**src/rtl/ecrs_pkg.sv**
```systemverilog
package ecrs_pkg;
  // number of programmable low reference steps
  localparam int          STEP_COUNT      = 16;
  // width of the stored step index
  localparam int          STEP_W          = 4;
  // reset value of the stored step (state one, 0.60 V)
  localparam logic [3:0]  STEP_DEFAULT    = 4'h0;
  // reference levels in millivolts
  localparam int          HIGH_REF_MV     = 1200;
  localparam int          LOW_BASE_MV     = 600;
  localparam int          LOW_STEP_MV     = 40;
  localparam int          REF_MV_W        = 11;
  // clock rate and period
  localparam int          CLK_HZ          = 10_000_000;
  localparam int          CLK_NS          = 1_000_000_000 / CLK_HZ;
  // fastest legal programming edge rate: 1 MHz, period in ns
  localparam int          MAX_EDGE_HZ     = 1_000_000;
  localparam int          EDGE_PERIOD_NS  = 1_000_000_000 / MAX_EDGE_HZ;
  // latch hold time and shutdown time, in microseconds (defaults)
  localparam int          LATCH_HOLD_US   = 500;
  localparam int          SHUTDOWN_US     = 500;
  // derived counts: least times round up
  localparam int          LATCH_CYC       =
    (LATCH_HOLD_US * 1000 + CLK_NS - 1) / CLK_NS;
  localparam int          SHUT_CYC        =
    (SHUTDOWN_US * 1000 + CLK_NS - 1) / CLK_NS;
  localparam int          TIMER_W         = 16;
endpackage

```
**src/rtl/ecrs_core.sv**
```systemverilog
// Overview of operation
// - select high: high reference 1.2 V, low off
// - select low: low reference on, high off
// - select toggling switches setpoint with nothing else
// - count rising edges into sixteen states
// - level is 0.60 V plus 0.04 V steps
// - held high for latch time latches count
// - low beyond shutdown time disables device
// - disable resets stored step to default
// - power-up uses 0.6 V default low reference
`timescale 1ns/1ps
module ecrs_core
  import ecrs_pkg::*;
#(
  parameter int LATCH_CYCLES = LATCH_CYC, // hold-high time in cycles
  parameter int SHUT_CYCLES  = SHUT_CYC   // shutdown low time in cycles
) (
  input  wire logic                clk,
  input  wire logic                rstn,
  input  wire logic                en_set,       // single-wire enable/set pin
  input  wire logic                ref_select,   // reference select pin
  output logic                     device_on,    // converter enabled
  output logic                     high_feedback_reference_en,
  output logic                     low_feedback_reference_en,
  output logic [STEP_W-1:0]        low_ref_step, // latched step index
  output logic [REF_MV_W-1:0]      ref_mv        // active setpoint, mV
);

  // refuse counts the timer cannot hold or that are zero
  if (LATCH_CYCLES < 1 || LATCH_CYCLES >= (1 << TIMER_W) ||
      SHUT_CYCLES < 1 || SHUT_CYCLES >= (1 << TIMER_W)) begin : g_bad_count
    $error("ecrs_core: timer count out of range");
  end

  localparam logic [TIMER_W-1:0] LATCH_N = TIMER_W'(LATCH_CYCLES);
  localparam logic [TIMER_W-1:0] SHUT_N  = TIMER_W'(SHUT_CYCLES);

  logic                en_meta;     // first synchroniser stage
  logic                en_sync;     // second synchroniser stage
  logic                sel_meta;    // select first stage
  logic                sel_sync;    // select second stage
  logic                en_prev;     // previous synchronised level
  logic                rise;        // rising edge seen this cycle
  logic [TIMER_W-1:0]  level_timer; // cycles the line has stood level
  logic [STEP_W-1:0]   edge_count;  // edges in current burst, minus one
  logic                burst;       // edges pending latch
  logic                shut_due;    // line low for the shutdown time
  logic                latch_due;   // line high for the latch time

  // two flip-flops on each pin input
  always_ff @(posedge clk or negedge rstn) begin
    if (!rstn) begin
      en_meta  <= 1'b0;
      en_sync  <= 1'b0;
      sel_meta <= 1'b0;
      sel_sync <= 1'b0;
    end else begin
      en_meta  <= en_set;
      en_sync  <= en_meta;
      sel_meta <= ref_select;
      sel_sync <= sel_meta;
    end
  end

  // edge detect on the synchronised line
  always_ff @(posedge clk or negedge rstn) begin
    if (!rstn) begin
      en_prev <= 1'b0;
    end else begin
      en_prev <= en_sync;
    end
  end
  assign rise = en_sync & ~en_prev;

  // timer tests skip the cycle of a level change: the timer then still
  // holds the length of the previous level, which would fake a timeout
  assign shut_due  = ~en_sync & ~en_prev & (level_timer >= SHUT_N - 1'b1);
  assign latch_due = en_sync & en_prev & burst &
                     (level_timer >= LATCH_N - 1'b1);

  // time the line has stood at its present level, saturating
  always_ff @(posedge clk or negedge rstn) begin
    if (!rstn) begin
      level_timer <= '0;
    end else if (en_sync != en_prev) begin
      level_timer <= '0;
    end else if (level_timer != '1) begin
      level_timer <= level_timer + 1'b1;
    end
  end

  // device enable: first edge turns on, long low turns off
  always_ff @(posedge clk or negedge rstn) begin
    if (!rstn) begin
      device_on <= 1'b0;
    end else if (rise) begin
      device_on <= 1'b1;
    end else if (shut_due) begin
      device_on <= 1'b0;
    end
  end

  // burst edge counter
  always_ff @(posedge clk or negedge rstn) begin
    if (!rstn) begin
      edge_count <= STEP_DEFAULT;
      burst      <= 1'b0;
    end else if (shut_due) begin
      edge_count <= STEP_DEFAULT;
      burst      <= 1'b0;
    end else if (rise) begin
      // first edge of a burst counts as one, later ones add
      if (!burst) begin
        edge_count <= STEP_DEFAULT;
      end else begin
        edge_count <= edge_count + 1'b1;
      end
      burst <= 1'b1;
    end else if (latch_due) begin
      burst <= 1'b0;
    end
  end

  // latched step, reset to default on disable
  always_ff @(posedge clk or negedge rstn) begin
    if (!rstn) begin
      low_ref_step <= STEP_DEFAULT;
    end else if (shut_due) begin
      low_ref_step <= STEP_DEFAULT;
    end else if (latch_due) begin
      low_ref_step <= edge_count;
    end
  end

  // reference enables and setpoint follow select directly
  always_ff @(posedge clk or negedge rstn) begin
    if (!rstn) begin
      high_feedback_reference_en <= 1'b0;
      low_feedback_reference_en  <= 1'b0;
      ref_mv                     <= REF_MV_W'(LOW_BASE_MV);
    end else begin
      high_feedback_reference_en <= sel_sync;
      low_feedback_reference_en  <= ~sel_sync;
      if (sel_sync) begin
        ref_mv <= REF_MV_W'(HIGH_REF_MV);
      end else begin
        ref_mv <= REF_MV_W'(LOW_BASE_MV
                            + LOW_STEP_MV * int'(low_ref_step));
      end
    end
  end
endmodule

```
**config.mk**
```make
export PLATFORM = sky130hd
export DESIGN_NAME = ecrs_core
export DESIGN_NICKNAME = d
export VERILOG_FILES = /design/src/rtl/ecrs_pkg.sv /design/src/rtl/ecrs_core.sv
export SDC_FILE = /design/constraint.sdc
export NUM_CORES = 1
export LEC_CHECK = 0
export BUFFER_PORTS_ARGS = -buffer_cell sky130_fd_sc_hd__buf_4
export CAP_MARGIN = 20
export CELL_PAD_IN_SITES_DETAIL_PLACEMENT = 1
export CELL_PAD_IN_SITES_GLOBAL_PLACEMENT = 2
export CORE_UTILIZATION = 34
export DETAILED_ROUTE_END_ITERATION = 10
export MAX_ROUTING_LAYER = met4
export PLACE_DENSITY_LB_ADDON = 0.1
export SLEW_MARGIN = 20
export SYNTH_ARGS = -nofsm -noshare
export SYNTH_HDL_FRONTEND = slang
export SYNTH_SLANG_ARGS = --single-unit
```
**constraint.sdc**
```tcl
create_clock -name clk -period 2.2 [get_ports clk]
set_clock_uncertainty 0.05 [all_clocks]
set_input_delay 0.44 -clock clk [delete_from_list [all_inputs] [get_ports clk]]
set_output_delay 0.44 -clock clk [all_outputs]
set_load 0.01 [all_outputs]
```
* Word-level counts from Yosys, hierarchy flattened
Index checks and enable logic that the tools add are counted.
W data, S select, Z words.
** Storage, ports and cells
- Bits in registers :: 44
- Output and inout bits :: 18
- Logic and storage cells :: 46
** Operators by class
- $add $sub $neg :: 3
- $mul :: 1
- Order comparisons :: 1
- Equal/unequal tests :: 2
- Multiplexer cells :: 13
- Bitwise gates (word level) :: 9
- Reductions and logical operators :: 4
** Operator list (number)
- $mux W16 :: 2
- $mux W4 :: 5
- $add A16 B1 Y16 const B :: 1
- $ge A16 B13 Y1 const B :: 1
- $ne A16 B16 Y1 const B :: 1
- $add A10 B10 Y11 const A :: 1
- $mux W11 :: 1
- $mul A3 B4 Y7 const A :: 1
- $and A1 B1 Y1 :: 6
- $reduce_bool A2 Y1 :: 3
- $mux W1 :: 5
- $add A4 B1 Y4 const B :: 1
- $not A1 Y1 :: 3
- $reduce_bool A3 Y1 :: 1
- $ne A1 B1 Y1 :: 1

* Depth between registers and ports, before layout
Gate-level depths: netlist of the first run.
- Word-level depth :: 6
- Depth in mapped cells :: 7

* Least setup slack after synthesis of the first run
OpenSTA, ideal clock, no wires.
- Kind :: register to register
- Start point :: reg low_ref_step[3]
- End point :: reg ref_mv[9]
- Arrival time :: 1.995 ns
- Required time :: 2.061 ns
- Slack :: 0.066 ns
- Cell stages (with the launch flop) :: 8
- Buffers on the path :: 0
- Cells stage by stage :: dfrtp_1 -> ha_1 -> ha_1 -> inv_1 -> fa_1 -> o21bai_1 -> mux2i_1 -> a211oi_1
** On the way
- Word-level cells in the longest chain between the ends :: 3
** Ends and longest elaborated chain
- start, declared :: RTL line ecrs_core.sv:25 : output logic [STEP_W-1:0] low_ref_step,
- start signal, assigned :: RTL line ecrs_core.sv:131 : low_ref_step <= edge_count;
- $mul A3 B4 Y7 :: RTL line ecrs_core.sv:148 : + LOW_STEP_MV * int'(low_ref_step));
- $add A10 B10 Y11 :: RTL line ecrs_core.sv:148
- $mux W11 :: RTL line ecrs_core.sv:144 : if (sel_sync) begin
- end signal, assigned :: RTL line ecrs_core.sv:140 : ref_mv <= REF_MV_W'(LOW_BASE_MV);
- end signal, assigned :: RTL line ecrs_core.sv:145 : ref_mv <= REF_MV_W'(HIGH_REF_MV);
- end signal, assigned :: RTL line ecrs_core.sv:147 : ref_mv <= REF_MV_W'(LOW_BASE_MV
- end, declared :: RTL line ecrs_core.sv:26 : output logic [REF_MV_W-1:0] ref_mv
No other way between the ends.
A chain may end at the register's enable or synchronous reset.

* Worst setup path in the final report of the first run
Ends and elaborated chain as after synthesis.

==> flow_metrics.env, run 1 <==
export IMPL_drive_gt1_frac=0.218
export IMPL_netlist_instances=205
export IMPL_min_period_ps=2130
export IMPL_pwr_share_seq=0.555
export IMPL_wl_met2_um=2380
export IMPL_wirelength_um=4910
export IMPL_grt_max_degree=42
export IMPL_p_clk_frac=0.356
export IMPL_overflow=0
export IMPL_r2r_start="low_ref_step[3]$_DFFE_PN0P_"
export IMPL_gp_congestion=0.845
export IMPL_cts_max_path_buffers=2
export IMPL_intPower_mw=1.14
export IMPL_post_route_period_util=0.967
export IMPL_final_nets=252
export IMPL_synth_largest_area_cell="dfrtp_1"
export IMPL_seq_area_um2=1030
export IMPL_synth_compound_area_frac=0.134
export IMPL_fillers=686
export IMPL_fmax_mhz=470
export IMPL_drt_met1_wl_um=2260
export IMPL_status="finished, final reports clean"
export IMPL_synth_simple_area_share=0.208
export IMPL_grt_use_total=0.177
export IMPL_grt_pass1_vias=1770
export IMPL_cts_hold_buf=0
export IMPL_ys_top_cells_by_area="dfrtp_1, ha_1, dfstp_2, nor2_1, a21oi_1"
export IMPL_worstSetupPathType="reg -> reg"
export IMPL_yosys_area_top_type_share=0.438
export IMPL_grt_pass1_wl_um=8420
export IMPL_drt_iter0_drc=45
export IMPL_area_growth_pct=18.3
export IMPL_die_y_um=80.8
export IMPL_met3WireLength_um=229
export IMPL_die_x_um=80.8
export IMPL_rr_worst_depth=7
export IMPL_core_area_um2=5960
export IMPL_synth_edf_count=0
export IMPL_dr_pass1_iters=4
export IMPL_report_final_slew_viol_count=0
export IMPL_drc=0
export IMPL_worst_ir_drop_vdd_mv=0.308
export IMPL_vias_per_cell=5.30
export IMPL_reg2reg_slack_ps=70
export IMPL_cts_tree="yes"
export IMPL_powerDensity_nw_per_um2=607
export IMPL_p_switching_mw=0.378
export IMPL_p_leak_nw=1.13
export IMPL_reg2reg_to="ref_mv[9]$_DFF_PN1_"
export IMPL_switching_share=0.249
export IMPL_p_total_mw=1.52
export IMPL_cp_required_ps=2350
export IMPL_vias=1658
export IMPL_syn_area_um2=2110
export IMPL_pre_cts_slack_ps=-10.9
export IMPL_synth_xor_area_frac=0.0207
export IMPL_diodes=0
export IMPL_synthDistinctLibCells=47
export IMPL_rsz0062_at_grt="true"
export IMPL_cap_violations=0
export IMPL_hold_viol=0
export IMPL_multiInputGateArea_um2=991
export IMPL_syn_avg_cell_area_um2=10.3
export IMPL_synth_common_cells="dfrtp_1, nor2_1, inv_1, a21oi_1, nand2_1"
export IMPL_port_buffers=18
export IMPL_hpwl_um=3680
export IMPL_synth_seq_cells=41
export IMPL_yosysMostFrequentCell="dfrtp_1"
export IMPL_ios=22
export IMPL_ys_warnings_count=0
export IMPL_cts_buffers_inserted=5
export IMPL_synth_flop_cell="dfrtp_1"
export IMPL_synth_fa_ha_area_frac=0.0687
export IMPL_std_cell_rows=28
export IMPL_crit_path_end_kind="register"
export IMPL_worstMarginPinSlew_ps=600
export IMPL_detail_route_wl_per_cell_um=15.7
export IMPL_antenna_left=0
export IMPL_power_frac_comb=0.089
export IMPL_synth_top_family_by_area="simple AND/OR/NAND/NOR gates"
export IMPL_maxSlewHeadroom=0.596
export IMPL_min_path_type="in -> async"
export IMPL_worstPathArrival_ps=2280
export IMPL_ys_seq_area_frac=0.488
export IMPL_critPathLaunchType="register"
export IMPL_clkSinkCount=41
export IMPL_cp_max_fo=3
export IMPL_initial_utilization=0.355
export IMPL_synth_mux_area_frac=0.0255
export IMPL_synthArstFlopShare=1.00
export IMPL_clkTransAtPathRegs_ps=80
export IMPL_antenna_found_initial=0
export IMPL_highest_layer="met4"
export IMPL_clkLatencyLatePin_ps=290
export IMPL_htreeDepth=2
export IMPL_root_buffer="clkbuf_8"
export IMPL_final_setup_tns_ps=0
export IMPL_finalWorstSetupSlack_ps=73.7
export IMPL_setup_violations=0
export IMPL_die_area_um2=6530
[state kept, by name, indices dropped and copies added, names as in the netlist]
register,cells
burst,1
low_feedback_reference_en,1
level_timer,16
sel_sync,1
high_feedback_reference_en,1
en_meta,1
sel_meta,1
en_prev,1
ref_mv,8
device_on,1
low_ref_step,4
edge_count,4
en_sync,1
[cells in the final DEF, fill, tap and decap left out, types with 6 or more instances in the layout]
cell,instances
nor3_1,6
ha_1,9
clkbuf_8,7
nor2b_1,8
buf_4,30
o21ai_0,6
nor4_1,6
nor2_1,19
nand2_1,12
dfrtp_1,37
nand3_1,7
a21oi_1,13
inv_1,14
[power groups by stage]
stage	clock, mW	combinational, mW	sequential, mW
after CTS	0.558	0.140	0.842
after floorplan	0	0.0868	0.849
after global placement	0	0.128	0.854
final	0.539	0.135	0.842
after global routing	0.577	0.155	0.852
after detailed placement	0	0.140	0.856
[through the flow]
stage                     cells  instance area [um^2]  hold slack [ps]  utilization
after CTS                   312                  2480             88.1        0.417
final                       313                  2500             70.5        0.420
after floorplan             207                  2120             94.4            -
after detailed placement    304                  2380              286        0.399
after global placement      304                  2380              293        0.399
after global routing        313                  2500              119        0.420
[how the worst max path moves through the flow]
| stage | from | end | cells after the start |
|---|---|---|---|
| finish | low_ref_step[3]$_DFFE_PN0P_ | ref_mv[9]$_DFF_PN1_ | 7 |
| global placement | low_ref_step[1]$_DFFE_PN0P_ | ref_mv[9]$_DFF_PN1_ | 7 |
| floorplan | low_ref_step[3]$_DFFE_PN0P_ | ref_mv[9]$_DFF_PN1_ | 7 |
| detailed placement | low_ref_step[1]$_DFFE_PN0P_ | ref_mv[9]$_DFF_PN1_ | 7 |
| global route | low_ref_step[3]$_DFFE_PN0P_ | ref_mv[9]$_DFF_PN1_ | 7 |
| CTS | low_ref_step[1]$_DFFE_PN0P_ | ref_mv[9]$_DFF_PN1_ | 7 |
[metal layers]
metal  up-vias  GRT usage
met4         0     0.0589
li1        795          -
met5         -          -
met3         6     0.0382
met1       822      0.220
met2        35      0.287
[cell families after synthesis]
group / Yosys count
adders and majority gates: 11
muxes: 5
DFF: 41
other: 1
AOI/OAI and AO/OA: 43
xor gates and xnor gates: 5
buffers and inverters: 22
and+or+nand+nor: 77
[worst max-delay path, cell delays in order (launching register included)]
cell      delay (ps)
dfrtp_1          390
ha_1             290
ha_2             180
inv_2             40
fa_1             490
o21bai_4         210
mux2i_1          130
a211oi_1         260
[repair_timing]
item | CTS | global route
pin swaps | 1 | 4
hold endpoints to repair | 0 | 0
setup endpoints to repair | 1 | 1
setup buffers | 0 | 1
resized for setup | 1 | 3
[area by class of cell]
type	count	area share
Clock buffer	7	0.0386
Sequential cell	41	0.413
Tap cell	75	0.0376
Inverter	15	0.0225
Multi-Input combinational cell	144	0.397
Timing Repair Buffer	30	0.0901
Clock inverter	1	0.00200
Power figures use the tool's default switching activity.
==> run 2, diff against run 1 <==
--- a/config.mk
+++ b/config.mk
@@ -9,6 +9,7 @@
 export CAP_MARGIN = 20
 export CELL_PAD_IN_SITES_DETAIL_PLACEMENT = 1
 export CELL_PAD_IN_SITES_GLOBAL_PLACEMENT = 2
+export CORE_MARGIN = 8
 export CORE_UTILIZATION = 34
 export DETAILED_ROUTE_END_ITERATION = 10
 export MAX_ROUTING_LAYER = met4
==> run 2 against run 1 <==
Effect of this change:
- hold slack improved by 2.5 ps
- via count decreased by 1.5%
- critical path depth unchanged
- fmax increased by 1.3%
- sequential share of layout area decreased by 0.16 points
- clock power about the same
- largest power group unchanged
==> flow_metrics.env, run 2 (synthesis results as in run 1) <==
export IMPL_root_buffer="clkbuf_8"
export IMPL_powerDensity_nw_per_um2=603
export IMPL_setup_violations=0
export IMPL_placed_area_um2=2370
export IMPL_grt_busiest_layer="met2"
export IMPL_p_total_mw=1.51
export IMPL_min_path_type="in -> async"
export IMPL_post_route_period_util=0.954
export IMPL_detail_route_wl_per_cell_um=16.0
export IMPL_rsz0062_at_grt="false"
export IMPL_largest_reg_flops=16
export IMPL_grt_util_met2=0.205
export IMPL_overflow=0
export IMPL_core_area_um2=5960
export IMPL_crit_chain="ha_1 -> ha_2 -> inv_1 -> fa_1 -> o21bai_4 -> mux2i_1 -> a211oi_2"
export IMPL_cpMaxStageDelayCell="fa_1"
export IMPL_worstPathArrival_ps=2260
export IMPL_cts_tree="yes"
export IMPL_initial_utilization=0.355
export IMPL_gp_congestion=0.791
export IMPL_antenna_left=0
export IMPL_hold_viol=0
export IMPL_htreeDepth=2
export IMPL_cts_max_path_buffers=2
export IMPL_worst_ir_drop_vdd_mv=0.395
export IMPL_top_regs="level_timer (16), ref_mv (8)"
export IMPL_clkSinkCount=41
export IMPL_wirelength_um=5010
export IMPL_use_met1=0.145
export IMPL_clkTransAtPathRegs_ps=80
export IMPL_max_stage_delay_ps=490
export IMPL_ios=22
export IMPL_largest_register="level_timer"
export IMPL_p_leak_nw=1.13
export IMPL_whs_ps=73.0
export IMPL_status="finished, final reports clean"
export IMPL_use_met3=0.0270
export IMPL_clkLatencyLatePin_ps=290
export IMPL_crit_path_end_kind="register"
export IMPL_cp_required_ps=2360
export IMPL_finalInstanceArea_um2=2510
export IMPL_min_period_ps=2100
export IMPL_port_buffers=18
export IMPL_vias=1633
export IMPL_drive_gt1_frac=0.223
export IMPL_crit_buf_inv=1
export IMPL_worstSetupPathType="reg -> reg"
export IMPL_final_nets=252
export IMPL_multiInputGateArea_um2=1000
export IMPL_grt_max_degree=42
export IMPL_vias_per_cell=5.22
export IMPL_fmax_mhz=477
export IMPL_dr_pass1_iters=4
export IMPL_die_area_um2=8990
export IMPL_area_growth_pct=18.8
export IMPL_report_final_slew_viol_count=0
export IMPL_std_cell_rows=28
export IMPL_die_x_um=94.8
export IMPL_final_setup_tns_ps=0
export IMPL_hpwl_um=3780
export IMPL_grt_use_total=0.124
export IMPL_critPathTopFamily="adder cells"
export IMPL_drc=0
export IMPL_final_common_cell="dfrtp_1"
export IMPL_critPathLaunchType="register"
export IMPL_diodes=0
export IMPL_die_y_um=94.8
export IMPL_antenna_found_initial=0
export IMPL_cts_buffers_inserted=5
export IMPL_grt_pass1_wl_um=8530
export IMPL_fillers=678
export IMPL_seq_area_um2=1030
export IMPL_maxSlewHeadroom=0.651
export IMPL_worstMarginPinSlew_ps=524
export IMPL_cap_violations=0
export IMPL_grt_pass1_vias=1792
export IMPL_drt_iter0_drc=53
export IMPL_final_cell_mix="dfrtp_1, buf_4, nor2_1, inv_1, a21oi_1"
export IMPL_cp_max_fo=3
## run 2: changes by cell type in the layout (fill, tap and decap cells not counted)
cell      before  now
a211oi_1       4    2
a211oi_2       0    2
inv_1         14   15
inv_2          1    0
## run 2: cell type report
class / count / share of cell area
Tap cell: 75 / 0.0374
Inverter: 15 / 0.0224
Clock buffer: 7 / 0.0384
Sequential cell: 41 / 0.411
Multi-Input combinational cell: 144 / 0.399
Timing Repair Buffer: 30 / 0.0898
Clock inverter: 1 / 0.00200
## run 2: metal layers
layer	vias to the layer above	routed length (um)
met1	807	2360
li1	795	-
met4	0	68
met3	7	176
met2	24	2410
met5	-	0
## run 2: final timing paths
path	start	endpoint	slack [ps]	cells after the start
min reg2reg	en_meta$_DFF_PN0_	en_sync$_DFF_PN0_	310	0
max	low_ref_step[3]$_DFFE_PN0P_	ref_mv[9]$_DFF_PN1_	100	7
min in group clk	en_set	en_meta$_DFF_PN0_	200	1
min	rstn	level_timer[1]$_DFFE_PN0P_	70	1
max in group asynchronous	rstn	ref_mv[4]$_DFF_PN1_	1650	1
max reg2reg	low_ref_step[3]$_DFFE_PN0P_	ref_mv[9]$_DFF_PN1_	100	7
## run 2: report_power, final
group,internal (mW),switching [mW],total (mW)
clock,0.284,0.254,0.538
combinational,0.0584,0.0748,0.133
sequential,0.796,0.0460,0.842
## run 2: repair_timing
item                       4_1_cts  5_1_grt
pin swaps                        0        2
hold buffers                     0        0
buffers inserted                 0        2
gates resized for setup          1        4
setup endpoints to repair        1        1
## run 2: through the flow
stage          instances   util  worst slack, ps
4_1_cts              311  0.416             15.8
5_1_grt              313  0.421             1.27
3_5_place_dp         303  0.398             10.1
2_1_floorplan        207      -             65.9
6_report             313  0.421              101
3_3_place_gp         303  0.398              117
## run 2: worst reg2reg max path, cell delays in order (launching register included)
cell and delay, ps:
dfrtp_1 400, ha_1 290, ha_2 180, inv_1 50, fa_1 490, o21bai_4 210
mux2i_1 140, a211oi_2 210
==> run 3, diff against run 2 <==
--- a/config.mk
+++ b/config.mk
@@ -10,7 +10,7 @@
 export CELL_PAD_IN_SITES_DETAIL_PLACEMENT = 1
 export CELL_PAD_IN_SITES_GLOBAL_PLACEMENT = 2
 export CORE_MARGIN = 8
-export CORE_UTILIZATION = 34
+export CORE_UTILIZATION = 37
 export DETAILED_ROUTE_END_ITERATION = 10
 export MAX_ROUTING_LAYER = met4
 export PLACE_DENSITY_LB_ADDON = 0.1
==> constraint.sdc (replaced) <==
create_clock -name clk -period 2.1 [get_ports clk]
set_clock_uncertainty 0.05 [all_clocks]
set_input_delay 0.42 -clock clk [delete_from_list [all_inputs] [get_ports clk]]
set_output_delay 0.42 -clock clk [all_outputs]
set_load 0.01 [all_outputs]
==> run 3 against run 2 <==
Effect of this change:
- power up 12%
- highest routed layer unchanged
- critical path type unchanged
- design area grew 3.3%
- hold slack got worse by 20 ps
==> flow_metrics.env, run 3 (synthesis results as in run 1) <==
export IMPL_grt_max_degree=42
export IMPL_min_period_ps=2050
export IMPL_powerDensity_nw_per_um2=653
export IMPL_maxSlewHeadroom=0.649
export IMPL_final_nets=259
export IMPL_cts_buffers_inserted=5
export IMPL_min_path_type="in -> async"
export IMPL_fin_util=0.471
export IMPL_vias=1683
export IMPL_ios=22
export IMPL_seq_area_um2=1030
export IMPL_report_final_slew_viol_count=0
export IMPL_detail_route_wl_per_cell_um=16.4
export IMPL_cts_tree="yes"
export IMPL_worstSetupPathType="reg -> reg"
export IMPL_finalInstanceArea_um2=2590
export IMPL_cts_max_path_buffers=2
export IMPL_area_growth_pct=22.7
export IMPL_die_area_um2=8380
export IMPL_hold_viol=0
export IMPL_std_cell_rows=27
export IMPL_pre_cts_slack_ps=-74.1
export IMPL_overflow=0
export IMPL_grt_pass1_wl_um=9100
export IMPL_initial_utilization=0.384
export IMPL_post_route_period_util=0.978
export IMPL_critPathLaunchType="register"
export IMPL_finalWorstSetupSlack_ps=46.6
export IMPL_wirelength_um=5190
export IMPL_top_regs="level_timer (16), ref_mv (8)"
export IMPL_fmax_mhz=487
export IMPL_final_common_cell="buf_4"
export IMPL_grt_use_total=0.136
export IMPL_status="finished, final reports clean"
export IMPL_grt_pass1_vias=1814
export IMPL_drc=0
export IMPL_gp_congestion=0.785
export IMPL_setup_violations=0
export IMPL_vias_per_cell=5.31
export IMPL_cp_required_ps=2250
export IMPL_hpwl_um=3810
export IMPL_p_leak_nw=1.16
export IMPL_largest_register="level_timer"
export IMPL_cap_violations=0
export IMPL_fillers=617
export IMPL_drive_gt1_frac=0.253
export IMPL_cts_hold_buf=0
export IMPL_port_buffers=18
export IMPL_rsz0062_at_grt="true"
export IMPL_dr_pass1_iters=4
export IMPL_root_buffer="clkbuf_8"
export IMPL_clkTransAtPathRegs_ps=80
export IMPL_final_cell_mix="buf_4, dfrtp_1, nor2_1, inv_1, a21oi_1"
export IMPL_antenna_found_initial=0
export IMPL_die_y_um=91.6
export IMPL_worstMarginPinSlew_ps=526
export IMPL_antenna_left=0
export IMPL_core_area_um2=5510
export IMPL_placed_area_um2=2410
export IMPL_largest_reg_flops=16
export IMPL_clkLatencyLatePin_ps=290
export IMPL_diodes=0
export IMPL_die_x_um=91.6
export IMPL_multiInputGateArea_um2=1020
export IMPL_cp_max_fo=3
export IMPL_clkSinkCount=41
export IMPL_drt_iter0_drc=77
export IMPL_crit_path_end_kind="register"
export IMPL_worstPathArrival_ps=2200
export IMPL_htreeDepth=2
export IMPL_worst_ir_drop_vdd_mv=0.345
==> run 3: cell count changes in the layout (fill, tap and decap cells not counted), sizes merged <==
cell and delta:
buf +7, bufinv +1, clkinvlp +1, clkinv -1, clkbuf -1
==> run 3: worst paths after layout <==
kind,startpoint,endpoint,slack (ps),cells after the start
hold / removal,rstn,level_timer[6]$_DFFE_PN0P_,50,1
hold reg to reg,en_meta$_DFF_PN0_,en_sync$_DFF_PN0_,310,0
setup / recovery,low_ref_step[3]$_DFFE_PN0P_,ref_mv[9]$_DFF_PN1_,50,7
max in group asynchronous,rstn,low_ref_step[3]$_DFFE_PN0P_,1560,1
setup reg to reg,low_ref_step[3]$_DFFE_PN0P_,ref_mv[9]$_DFF_PN1_,50,7
min in group clk,en_set,en_meta$_DFF_PN0_,190,1
==> run 3: per-stage QoR <==
stage / setup TNS, ps / total power, mW / hold slack, ps / std cells
after floorplan: 0 / 0.980 / 74.4 / 207
after global placement: 0 / 1.04 / 296 / 306
after detailed placement: -74.1 / 1.06 / 288 / 306
after CTS: -7.01 / 1.72 / 73.3 / 317
after global routing: -14.2 / 1.78 / 92.1 / 317
final: 0 / 1.69 / 53.2 / 317
==> run 3: power breakdown <==
group,switching (mW),total (mW),internal [mW]
registers,0.0428,0.877,0.834
logic,0.0900,0.162,0.0720
clock network,0.268,0.655,0.386
==> run 3: repair_timing <==
| item | in CTS | in global routing |
|---|---|---|
| endpoints found under the hold margin | 0 | 0 |
| gates resized for setup | 5 | 1 |
| endpoints found under the setup margin | 1 | 2 |
| setup buffers | 3 | 0 |
| pin swaps | 4 | 2 |
==> run 3: layout make-up <==
type                    instances  share of cell area
repair buffers                 37               0.107
inverters                      15              0.0217
multi-input cells             144               0.392
clock buffers                   6              0.0319
clock inverters                 2              0.0145
well taps                      72              0.0347
flip-flops and latches         41               0.398
==> run 3: metal layers <==
metal,vias to the layer above,GRT usage,wire (um)
met5,-,-,0
met4,0,0.0382,36
met3,5,0.0329,165
met2,27,0.220,2590
met1,849,0.165,2400
li1,802,-,-
==> run 3: critical path, cell delays in order (launching register included) <==
cell      delay (ps)
dfrtp_2          430
ha_4             250
ha_4             160
inv_2             40
fa_2             450
o21bai_4         210
mux2i_1          130
a211oi_1         240
